File: src/core/arb_defs.svh
// Constants for the processor request priority arbiter
`ifndef ARB_DEFS_SVH
`define ARB_DEFS_SVH

// ------------------------------------------------------------
// Widths and values
// ------------------------------------------------------------
`define DMA_COUNT_W 16
`define DMA_COUNT_ZERO 16'h0000
`define ACT_W 7

`endif

File: src/core/arb_pkg.sv
// Types shared by the request priority arbiter
`include "arb_defs.svh"

package arb_pkg;

    // One-hot activity of the core
    typedef enum logic [`ACT_W-1:0] {
        ACT_NORMAL  = 7'h01,
        ACT_REFRESH = 7'h02,
        ACT_INTACK  = 7'h04,
        ACT_DMA     = 7'h08,
        ACT_BUSREL  = 7'h10,
        ACT_SLEEP   = 7'h20,
        ACT_SYSSTOP = 7'h40
    } act_t;

    // Requests sampled by the arbiter, all active high
    typedef struct packed {
        logic wait_request;
        logic wait_window;
        logic external_bus_request;
        logic refresh_request;
        logic dma_request_line;
        logic dma_edge_mode;
    } req_t;

    // Interrupt sources, all active high
    typedef struct packed {
        logic external_interrupt_zero;
        logic external_interrupt_one;
        logic external_interrupt_two;
        logic internal_interrupt;
        logic nmi;
        logic int_enable;
    } irq_t;

    // Decisions handed back to the core
    typedef struct packed {
        logic wait_insert;
        logic bus_release;
        logic refresh_start;
        logic dma_start;
        logic dma_terminate;
        logic irq_accept;
        logic nmi_accept;
        logic wake;
    } grant_t;

endpackage : arb_pkg

File: src/core/cpu_request_priority_arbiter.sv
// Processor request priority arbiter: wait, per-cycle and per-instruction requests
// Functional notes
// - Wait honoured only while the bus sequencer opens its wait window.
// - Refresh and DMA granted at machine cycle boundaries; bus requests too, except in sleep and system stop.
// - Interrupts taken only at instruction boundaries.
// - Wait beats per-cycle requests, which beat interrupts.
// - Per-cycle order: bus request, then refresh, then DMA.
// - Bus request with simultaneous refresh request discards the refresh.
// - During refresh or bus release, level DMA refused, edge DMA kept.
// - DMA terminates once the byte count reaches zero.
`timescale 1ns/1ps
`include "arb_defs.svh"

module cpu_request_priority_arbiter (
    input wire logic core_clk_i,
    input wire logic sys_rst_i,
    input wire logic mc_end_i,
    input wire logic instr_end_i,
    input wire logic sleep_enter_i,
    input wire logic peripheral_halt_mode_i,
    input wire logic [`DMA_COUNT_W-1:0] dma_byte_count_i,
    input wire arb_pkg::req_t req_i,
    input wire arb_pkg::irq_t irq_i,
    output arb_pkg::grant_t grant_o,
    output arb_pkg::act_t activity_o
);

    // ------------------------------------------------------------
    // Decode helpers
    // ------------------------------------------------------------
    function automatic logic ext_maskable(input arb_pkg::irq_t irq);
        ext_maskable = irq.int_enable && (irq.external_interrupt_zero
            || irq.external_interrupt_one || irq.external_interrupt_two);
    endfunction : ext_maskable

    function automatic logic any_maskable(input arb_pkg::irq_t irq);
        any_maskable = ext_maskable(irq) || (irq.int_enable && irq.internal_interrupt);
    endfunction : any_maskable

    // ------------------------------------------------------------
    // State
    // ------------------------------------------------------------
    arb_pkg::act_t act_reg;
    arb_pkg::act_t act_next;
    logic refresh_pend_reg;
    logic refresh_pend_next;
    logic nmi_pend_reg;
    logic nmi_pend_next;
    logic nmi_prev_reg;
    logic nmi_prev_next;
    arb_pkg::grant_t grant_reg;
    arb_pkg::grant_t grant_next;
    logic dma_pending;
    logic dma_blocked;
    logic dma_taken;
    logic wait_ok;
    logic wait_now;
    logic boundary;
    logic count_zero;
    logic nmi_rise;

    assign dma_blocked = (act_reg == arb_pkg::ACT_REFRESH) || (act_reg == arb_pkg::ACT_BUSREL);
    assign count_zero = (dma_byte_count_i == `DMA_COUNT_ZERO);
    assign nmi_rise = irq_i.nmi && !nmi_prev_reg;

    dma_request_capture u_dma_capture (
        .core_clk_i(core_clk_i),
        .sys_rst_i(sys_rst_i),
        .line_i(req_i.dma_request_line),
        .edge_mode_i(req_i.dma_edge_mode),
        .blocked_i(dma_blocked),
        .taken_i(dma_taken),
        .pending_o(dma_pending)
    );

    // wait window only
    // Refresh, bus release and low power states never stretch
    assign wait_ok = (act_reg == arb_pkg::ACT_NORMAL) || (act_reg == arb_pkg::ACT_INTACK)
        || (act_reg == arb_pkg::ACT_DMA);
    assign wait_now = req_i.wait_request && req_i.wait_window && wait_ok;

    // wait holds off boundary
    // A stretched cycle has not ended, so no per-cycle or per-instruction grant yet
    assign boundary = mc_end_i && !wait_now;

    // ------------------------------------------------------------
    // Next state
    // ------------------------------------------------------------
    always_comb begin
        act_next = act_reg;
        refresh_pend_next = refresh_pend_reg;
        nmi_pend_next = nmi_pend_reg;
        nmi_prev_next = irq_i.nmi;
        grant_next = '0;
        dma_taken = 1'b0;
        grant_next.wait_insert = wait_now;
        if (nmi_rise) begin
            nmi_pend_next = 1'b1;
        end
        unique case (act_reg)
            arb_pkg::ACT_NORMAL,
            arb_pkg::ACT_INTACK,
            arb_pkg::ACT_DMA: begin
                if (boundary) begin
                    if (req_i.external_bus_request) begin
                        act_next = arb_pkg::ACT_BUSREL;
                        refresh_pend_next = 1'b0;
                    end else if (refresh_pend_reg) begin
                        act_next = arb_pkg::ACT_REFRESH;
                        refresh_pend_next = 1'b0;
                        grant_next.refresh_start = 1'b1;
                    end else if (act_reg == arb_pkg::ACT_DMA) begin
                        if (count_zero || nmi_pend_reg || !dma_pending) begin
                            act_next = arb_pkg::ACT_NORMAL;
                            grant_next.dma_terminate = 1'b1;
                        end
                    end else if (dma_pending) begin
                        act_next = arb_pkg::ACT_DMA;
                        dma_taken = 1'b1;
                        grant_next.dma_start = 1'b1;
                    end else if (act_reg == arb_pkg::ACT_INTACK) begin
                        act_next = arb_pkg::ACT_NORMAL;
                    end
                end
                // zero count ends transfer
                // A bus or refresh grant at that boundary must not swallow the terminate pulse
                if (act_reg == arb_pkg::ACT_DMA && boundary && count_zero) begin
                    grant_next.dma_terminate = 1'b1;
                end
                // interrupts at instruction end
                // Lowest rank: only when no per-cycle grant is made in this cycle
                if (act_reg == arb_pkg::ACT_NORMAL && instr_end_i && !wait_now
                        && act_next == arb_pkg::ACT_NORMAL) begin
                    if (nmi_pend_reg || nmi_rise) begin
                        act_next = arb_pkg::ACT_INTACK;
                        nmi_pend_next = 1'b0;
                        grant_next.nmi_accept = 1'b1;
                    end else if (any_maskable(irq_i)) begin
                        act_next = arb_pkg::ACT_INTACK;
                        grant_next.irq_accept = 1'b1;
                    end else if (sleep_enter_i) begin
                        act_next = peripheral_halt_mode_i ? arb_pkg::ACT_SYSSTOP
                            : arb_pkg::ACT_SLEEP;
                    end
                end
            end
            arb_pkg::ACT_REFRESH: begin
                // DMA after refresh
                // Refresh lasts one machine cycle; a kept DMA request follows it
                if (boundary) begin
                    act_next = arb_pkg::ACT_NORMAL;
                end
            end
            arb_pkg::ACT_BUSREL: begin
                if (!req_i.external_bus_request && mc_end_i) begin
                    act_next = arb_pkg::ACT_NORMAL;
                end
            end
            arb_pkg::ACT_SLEEP: begin
                if (nmi_pend_reg || nmi_rise || any_maskable(irq_i)) begin
                    act_next = arb_pkg::ACT_NORMAL;
                    grant_next.wake = 1'b1;
                end
            end
            arb_pkg::ACT_SYSSTOP: begin
                // stop wake sources
                // Peripherals are halted here, so their interrupts cannot wake the core
                if (nmi_pend_reg || nmi_rise || ext_maskable(irq_i)) begin
                    act_next = arb_pkg::ACT_NORMAL;
                    grant_next.wake = 1'b1;
                end
            end
            default: begin
                act_next = arb_pkg::ACT_NORMAL;
            end
        endcase
        // Set wins over a refresh grant that clears the flag in the same cycle
        if (req_i.refresh_request) begin
            refresh_pend_next = 1'b1;
        end
        if (req_i.refresh_request && boundary && req_i.external_bus_request
                && act_reg != arb_pkg::ACT_REFRESH && act_reg != arb_pkg::ACT_BUSREL) begin
            refresh_pend_next = 1'b0;
        end
        // Low power states have no refresh; a request there is dropped
        if (act_reg == arb_pkg::ACT_SLEEP || act_reg == arb_pkg::ACT_SYSSTOP) begin
            refresh_pend_next = 1'b0;
        end
        grant_next.bus_release = (act_next == arb_pkg::ACT_BUSREL)
            || ((act_reg == arb_pkg::ACT_SLEEP || act_reg == arb_pkg::ACT_SYSSTOP)
            && req_i.external_bus_request);
    end

    // ------------------------------------------------------------
    // Registers
    // ------------------------------------------------------------
    always_ff @(posedge core_clk_i) begin
        if (sys_rst_i) begin
            act_reg <= arb_pkg::ACT_NORMAL;
            refresh_pend_reg <= 1'b0;
            nmi_pend_reg <= 1'b0;
            nmi_prev_reg <= 1'b0;
            grant_reg <= '0;
        end else begin
            act_reg <= act_next;
            refresh_pend_reg <= refresh_pend_next;
            nmi_pend_reg <= nmi_pend_next;
            nmi_prev_reg <= nmi_prev_next;
            grant_reg <= grant_next;
        end
    end

    assign grant_o = grant_reg;
    assign activity_o = act_reg;

endmodule : cpu_request_priority_arbiter

File: src/core/dma_request_capture.sv
// DMA request capture for level and edge sense
`timescale 1ns/1ps

module dma_request_capture (
    input wire logic core_clk_i,
    input wire logic sys_rst_i,
    input wire logic line_i,
    input wire logic edge_mode_i,
    input wire logic blocked_i,
    input wire logic taken_i,
    output logic pending_o
);

    logic line_reg;
    logic line_next;
    logic edge_reg;
    logic edge_next;

    always_comb begin
        line_next = line_i;
        edge_next = edge_reg;
        if (taken_i) begin
            edge_next = 1'b0;
        end
        // Set wins over the clear taken in the same cycle
        if (line_i && !line_reg) begin
            edge_next = 1'b1;
        end
        if (!edge_mode_i) begin
            edge_next = 1'b0;
        end
    end

    always_ff @(posedge core_clk_i) begin
        if (sys_rst_i) begin
            line_reg <= 1'b0;
            edge_reg <= 1'b0;
        end else begin
            line_reg <= line_next;
            edge_reg <= edge_next;
        end
    end

    // level refused, edge kept
    // Level requests are simply not seen while blocked; edge requests stay latched
    assign pending_o = edge_mode_i ? (edge_reg && !blocked_i) : (line_i && !blocked_i);

endmodule : dma_request_capture

File: config.mk
export PLATFORM = sky130hd
export DESIGN_NAME = cpu_request_priority_arbiter
export DESIGN_NICKNAME = d
export VERILOG_FILES = /design/src/core/arb_pkg.sv /design/src/core/cpu_request_priority_arbiter.sv /design/src/core/dma_request_capture.sv
export VERILOG_INCLUDE_DIRS = /design/src /design/src/core
export SDC_FILE = /design/constraint.sdc
export NUM_CORES = 1
export LEC_CHECK = 0
export BUFFER_PORTS_ARGS = -buffer_cell sky130_fd_sc_hd__buf_4
export CORE_UTILIZATION = 48
export CTS_BUF_LIST = sky130_fd_sc_hd__clkbuf_16
export CTS_CLUSTER_DIAMETER = 50
export DETAILED_ROUTE_END_ITERATION = 10
export PLACE_DENSITY_LB_ADDON = 0.12
export SLEW_MARGIN = 20
export SYNTH_ARGS = -nofsm -noshare
export SYNTH_HDL_FRONTEND = slang
export SYNTH_SLANG_ARGS = --single-unit
export TNS_END_PERCENT = 5
File: constraint.sdc
create_clock -name core_clk_i -period 2.4 [get_ports core_clk_i]
set_input_delay 0.36 -clock core_clk_i [delete_from_list [all_inputs] [get_ports core_clk_i]]
set_output_delay 0.36 -clock core_clk_i [all_outputs]
set_load 0.01 [all_outputs]
* After elaboration in Yosys (flattened, before gate mapping)
Cells that the tools add are included.
** Cells by class
- Eq/ne operators :: 11
- Reduce and logical (&&, ||, !) cells :: 52
- Bitwise gates (word level) :: 4
- Multiplexer cells :: 46
** Operators with widths (number)
- $mux 7 :: 17
- $pmux 7 s5 :: 1
- $mux 1 :: 27
- $logic_and 1x1->1 :: 20
- $logic_not 16->1 :: 1
- $eq 7x1->1 const B :: 2
- $eq 7x5->1 const B :: 2
- $logic_or 1x1->1 :: 13
- $reduce_or 3->1 :: 3
- $reduce_or 4->1 :: 2
- $eq 7x2->1 const B :: 1
- $eq 7x3->1 const B :: 1
- $eq 7x4->1 const B :: 1
- $eq 7x6->1 const B :: 1
- $eq 7x7->1 const B :: 1
- $ne 7x2->1 const B :: 1
- $ne 7x5->1 const B :: 1
- $logic_not 1->1 :: 6
- $reduce_bool 2->1 :: 3
- $reduce_or 5->1 :: 1
- $not 1->1 :: 4
- $reduce_or 2->1 :: 2
- $pmux 1 s2 :: 1
- $reduce_and 2->1 :: 1
** Storage, ports and cells
- Logic and storage cells :: 127
- Input bits :: 34
- Register bits :: 20
- Output and inout bits :: 15

* Depth between registers and ports, before layout
- Depth in word-level cells :: 20
- Gate-level depth with buffers :: 7
- Mapped depth without buffers :: 6

* By module
From an unflattened synthesis, not the netlist that was laid out.
** Second synthesis, totals
- Cells, all modules :: 160
- Area total of the unflattened synthesis :: 1320.0 µm²
** By module, submodules not included
- cpu_request_priority_arbiter :: times used 1, cells each 151, area an instance 1232.4 µm², seq. area each 360.3 µm²
- dma_request_capture :: times used 1, cells each 9, area an instance 87.6 µm², seq. area each 40.0 µm²

* Worst setup path before layout
OpenSTA, ideal clock, no wires.
- Kind :: register to register
- Start point :: register act_reg[3] (netlist: activity_o[3])
- End point :: register act_reg[0] (netlist: activity_o[0])
- Path buffers :: 1
- Library setup time :: 0.087 ns
- Slack :: 0.268 ns
- Period minus slack after synthesis :: 2.132 ns
- Cell stages (with the launch flop) :: 8
- Arrival :: 2.045 ns
- Required time :: 2.313 ns
- Path through :: dfxtp_1 -> buf_2 -> xor2_1 -> o2111ai_4 -> a41oi_2 -> o211ai_1 -> or4b_1 -> o31ai_1
** Between the ends
- Word-level cells in the longest chain between the ends :: 18
- Elaborated cells on any way between the ends :: 38
- Classes of those cells :: 8 x eq/ne; 15 x mux; 15 x reduce/logical
** Ends and longest elaborated chain
- start, declared :: RTL line cpu_request_priority_arbiter.sv:43 : arb_pkg::act_t act_reg;
- start signal, assigned :: RTL line cpu_request_priority_arbiter.sv:199 : act_reg <= arb_pkg::ACT_NORMAL;
- start signal, assigned :: RTL line cpu_request_priority_arbiter.sv:205 : act_reg <= act_next;
- $eq 7x2->1 / $eq 7x5->1 (equally long branches) :: RTL line cpu_request_priority_arbiter.sv:62, cpu_request_priority_arbiter.sv:100
- $logic_or 1x1->1 :: RTL line cpu_request_priority_arbiter.sv:62 : assign dma_blocked = (act_reg == arb_pkg::ACT_REFRESH) || (act_reg == arb_pkg::ACT_BUSREL);
- $logic_not 1->1 :: RTL line dma_request_capture.sv:46 : assign pending_o = edge_mode_i ? (edge_reg && !blocked_i) : (line_i && !blocked_i);
- $logic_and 1x1->1 :: RTL line dma_request_capture.sv:46
- $mux 1 :: RTL line dma_request_capture.sv:46
- $logic_not 1->1 :: RTL line cpu_request_priority_arbiter.sv:113 : if (count_zero || nmi_pend_reg || !dma_pending) begin
- $logic_or 1x1->1 :: RTL line cpu_request_priority_arbiter.sv:113
- $mux 7 :: RTL line cpu_request_priority_arbiter.sv:113
- [2 not listed]
- $mux 7 :: RTL line cpu_request_priority_arbiter.sv:105 : if (req_i.external_bus_request) begin
- $mux 7 :: RTL line cpu_request_priority_arbiter.sv:104 : if (boundary) begin
- $mux 7 :: RTL line cpu_request_priority_arbiter.sv:100 : unique case (act_reg)
- $mux 7 :: RTL line cpu_request_priority_arbiter.sv:141 : end else if (sleep_enter_i) begin
- $mux 7 :: RTL line cpu_request_priority_arbiter.sv:138 : end else if (any_maskable(irq_i)) begin
- $mux 7 :: RTL line cpu_request_priority_arbiter.sv:134 : if (nmi_pend_reg || nmi_rise) begin
- $mux 7 :: RTL line cpu_request_priority_arbiter.sv:132 : if (act_reg == arb_pkg::ACT_NORMAL && instr_end_i && !wait_now
- $pmux 7 s5 * :: RTL line cpu_request_priority_arbiter.sv:100
Every way passes the cells marked *; elsewhere a longest branch is shown, timed or not. The select of a mux whose other input is x is not followed.
A chain may end at the register's enable or synchronous reset.

* Final worst setup path
- Start point :: register act_reg[6] (netlist: activity_o[6])
- End point :: register act_reg[6] (netlist: activity_o[6])
The elaborated chain is that of the path after synthesis.

==> impl_metrics.prom <==
# TYPE chip_impl_metric gauge
chip_impl_metric{name="timing.final.hold_violations",unit=""} 0
chip_impl_info{name="timing.setup.critical_path_class",value="reg2reg"} 1
chip_impl_metric{name="detail-route-antenna-nets",unit=""} 0
chip_impl_info{name="kind_of_cell_adding_the_most_delay_to_the_critical_path",value="simple AND/OR/NAND/NOR gates"} 1
chip_impl_metric{name="worst_slew_pin_slew",unit="ps"} 515
chip_impl_metric{name="floorplan_die_area",unit="mm²"} 0.00287
chip_impl_info{name="synthFlopType",value="dfxtp_1"} 1
chip_impl_info{name="yosysMostFrequentCell",value="dfxtp_1"} 1
chip_impl_metric{name="p_sw_share",unit="%"} 32.7
chip_impl_metric{name="initial_drt_markers",unit=""} 54
chip_impl_metric{name="power_leakage",unit="nW"} 0.774
chip_impl_metric{name="synth_seq_area_share",unit="%"} 31.3
chip_impl_metric{name="comb_power_share",unit="%"} 37.6
chip_impl_metric{name="timing.final.max_slew_violations",unit=""} 0
chip_impl_metric{name="critical_path_required",unit="ps"} 2590
chip_impl_info{name="synth.top_cells.by_count",value="dfxtp_1, nand2_1, nor2_1"} 1
chip_impl_metric{name="placed_cells",unit=""} 235
chip_impl_metric{name="grt_antenna_before_repair",unit=""} 0
chip_impl_metric{name="tritoncts_num_sinks",unit=""} 20
chip_impl_metric{name="relSlewSlack",unit="%"} 65.7
chip_impl_metric{name="largest_reg_flops",unit=""} 8
chip_impl_metric{name="max_freq",unit="GHz"} 0.447
chip_impl_metric{name="synthesis.area",unit="mm²"} 0.00128
chip_impl_metric{name="clock_power_share",unit="%"} 33.0
chip_impl_metric{name="drt_pre_antenna_iters",unit=""} 4
chip_impl_metric{name="synth_top_area_share",unit="%"} 31.3
chip_impl_info{name="critical_path.slowest_cell",value="or4_1"} 1
chip_impl_metric{name="async_reset_ff_share",unit="%"} 0
chip_impl_info{name="worstPathCellList",value="or3_1 > nor4_2 > o21ai_1 > or4_1 > a21oi_1"} 1
chip_impl_metric{name="cts_inserted_buffers",unit=""} 3
chip_impl_metric{name="routed-via-count",unit=""} 1461
chip_impl_metric{name="fp.dieH",unit="µm"} 53.6
chip_impl_info{name="synthDominantAreaCellType",value="dfxtp_1"} 1
chip_impl_metric{name="layout_area_growth_over_synthesis",unit="%"} 41.3
chip_impl_info{name="tritoncts",value="yes"} 1
chip_impl_metric{name="worst_clock_skew",unit="ps"} 3.94
chip_impl_metric{name="initial_core_util",unit="%"} 51.1
chip_impl_metric{name="fin_crit_sh",unit="%"} 93.1
chip_impl_metric{name="diodes",unit=""} 0
chip_impl_metric{name="wl_per_cell",unit="µm"} 15.8
chip_impl_metric{name="detailed_place_hpwl",unit="µm"} 3000
chip_impl_metric{name="p_sw",unit="W"} 0.000454
chip_impl_metric{name="routed_wirelength",unit="µm"} 3800
chip_impl_metric{name="max-cap-violations",unit=""} 0
chip_impl_metric{name="layout-drive-gt1-share",unit="%"} 34.3
chip_impl_info{name="min-delay-path-class",value="in2reg"} 1
chip_impl_metric{name="synth_enable_flop_cells",unit=""} 0
chip_impl_metric{name="grt_pass1_vias",unit=""} 1242
chip_impl_info{name="outcome",value="complete, no violations"} 1
chip_impl_metric{name="portBuffers",unit=""} 48
chip_impl_metric{name="design_area",unit="mm²"} 0.00181
chip_impl_metric{name="net_count_after_synthesis",unit=""} 192
chip_impl_metric{name="max_buffers_root_to_sink",unit=""} 2
chip_impl_metric{name="power_report.internal_total",unit="W"} 0.000935
chip_impl_metric{name="syn_inst",unit=""} 158
chip_impl_metric{name="detailed_place.area",unit="mm²"} 0.00169
chip_impl_metric{name="clkSlewWorstSetupHoldPaths",unit="ps"} 60
chip_impl_metric{name="io_pins",unit=""} 49
chip_impl_metric{name="viasPerCell",unit=""} 6.09
chip_impl_metric{name="die_w",unit="µm"} 53.6
chip_impl_metric{name="grt_util_all_layers",unit="%"} 27.3
chip_impl_info{name="critPathCaptureType",value="flip-flop"} 1
chip_impl_metric{name="design.core.area",unit="mm²"} 0.00250
chip_impl_info{name="clock_root_buffer",value="clkbuf_16"} 1
chip_impl_metric{name="period_minus_slack",unit="ps"} 2230
chip_impl_metric{name="finish.net_count",unit=""} 245
chip_impl_metric{name="overflow",unit=""} 0
chip_impl_metric{name="grt_first_pass_wirelength",unit="µm"} 5660
chip_impl_metric{name="cp_slowest_stage_delay",unit="ps"} 510
chip_impl_metric{name="worstPathArrival",unit="ps"} 2420
chip_impl_metric{name="clock_tree.htree_level_count",unit=""} 1
chip_impl_metric{name="layout.core_utilization",unit="%"} 72.2
chip_impl_info{name="worstSetupStartpointType",value="flip-flop"} 1
chip_impl_metric{name="num_rows",unit=""} 18
chip_impl_metric{name="place.gp.congestion",unit=""} 0.933
chip_impl_metric{name="yosysWarningCount",unit=""} 0
chip_impl_metric{name="p_seq_share",unit="%"} 29.4
chip_impl_metric{name="critical_path.n_buffers_inverters",unit=""} 0
chip_impl_metric{name="setup_viol",unit=""} 0
chip_impl_metric{name="critPathMaxFanout",unit=""} 9
chip_impl_metric{name="finish.cell_count_without_fillers",unit=""} 240
chip_impl_metric{name="drc",unit=""} 0
chip_impl_metric{name="maximum_number_of_pins_on_one_net_before_global_route_repair",unit=""} 13
chip_impl_metric{name="syn_area_per_cell",unit="µm²"} 8.09
chip_impl_metric{name="clock_insertion_delay_worst_skew",unit="ps"} 250
chip_impl_metric{name="yosys_register_bits",unit=""} 20
chip_impl_metric{name="worst_voltage_drop_across_the_vdd_grid",unit="µV"} 592
chip_impl_info{name="synth_top_cells_by_area",value="dfxtp_1, nand2_1, nor2_1, nor2b_1, nor4_1"} 1
chip_impl_metric{name="post_synth_num_cell_types",unit=""} 52
chip_impl_metric{name="power-per-cell-area",unit="mW/mm²"} 770
[cells by family after synthesis]
family / share of synthesized area (%)
and+or+nand+nor: 34.0
AOI/OAI and AO/OA: 26.4
DFF: 31.3
buffers and inverters: 5.49
xor gates and xnor gates: 2.74
[cell usage in the layout (no fill, tap or decap), types with 2 or more instances in the layout]
cell type	netlist	layout
buf_4	1	56
dfxtp_1	20	17
nand2_1	16	16
nor2_1	10	10
inv_1	8	8
nor3_1	7	7
nor4_1	6	6
nor2b_1	6	6
a21oi_1	5	5
o21ai_0	4	4
nand3_1	4	4
xor2_1	3	3
and2_1	4	3
o211ai_1	3	3
nand2b_1	3	3
nand4_1	3	3
or3_1	3	3
a31oi_1	3	3
o21a_1	3	3
dfxtp_2	0	3
clkbuf_16	0	3
o21ai_1	2	2
or2_2	2	2
o31a_1	2	2
a22oi_1	2	2
a211oi_1	2	2
nand4b_1	2	2
o31ai_1	2	2
and3b_1	2	2
[worst register-to-register path, cell delays in order, from the launching register on]
cell and delay (ps):
dfxtp_1 420, or3_1 440, nor4_2 410, o21ai_1 240, or4_1 510, a21oi_1 150
[power groups by stage]
stage	Clock [W]	Sequential, W	Combinational, W
final	0.000459	0.000408	0.000523
after global routing	0.000473	0.000411	0.000564
after CTS	0.000464	0.000405	0.000510
after detailed placement	0	0.000412	0.000506
after global placement	0	0.000412	0.000503
after floorplan	0	0.000397	0.000325
[final timing paths]
check / start / endpoint / slack, ps / depth (start not counted)
min: irq_i[1] / nmi_prev_reg / 330 / 2
max: activity_o[6] / activity_o[6] / 170 / 5
min reg2reg: u_dma_capture.line_reg / u_dma_capture.edge_reg / 560 / 2
max reg2reg: activity_o[6] / activity_o[6] / 170 / 5
[per-layer routing]
layer | vias up | wire length, µm | global-route usage (%)
li1 | 695 | - | -
met1 | 675 | 1700 | 38.5
met2 | 79 | 1730 | 41.5
met3 | 12 | 281 | 4.52
met4 | 0 | 94 | 9.65
met5 | - | 0 | 0
[timing repair]
action                                  CTS  global route
resized for setup                         0             4
hold buffers                              0             0
setup buffers                             0             1
endpoints found under the setup margin    0             2
[metrics by stage]
stage                     setup slack [ps]  hold WS [ps]  power, W  setup TNS [ps]
after floorplan                        268           437  0.000722               0
after global placement                 130           547  0.000915               0
after detailed placement               131           557  0.000918               0
after CTS                             91.8           331   0.00138               0
after global routing                 -1.72           340   0.00145           -1.72
final                                  165           332   0.00139               0
[layout make-up]
class                      instances  area (µm²)
fill                             197         694
clock buffer                       3        75.1
sequential                        20         404
timing repair buffer              56         420
clock inverter                     1        30.0
multi-input combinational        122         808
inverter                           8        30.0
tap                               30        37.5
(Power assumes the default switching activity.)
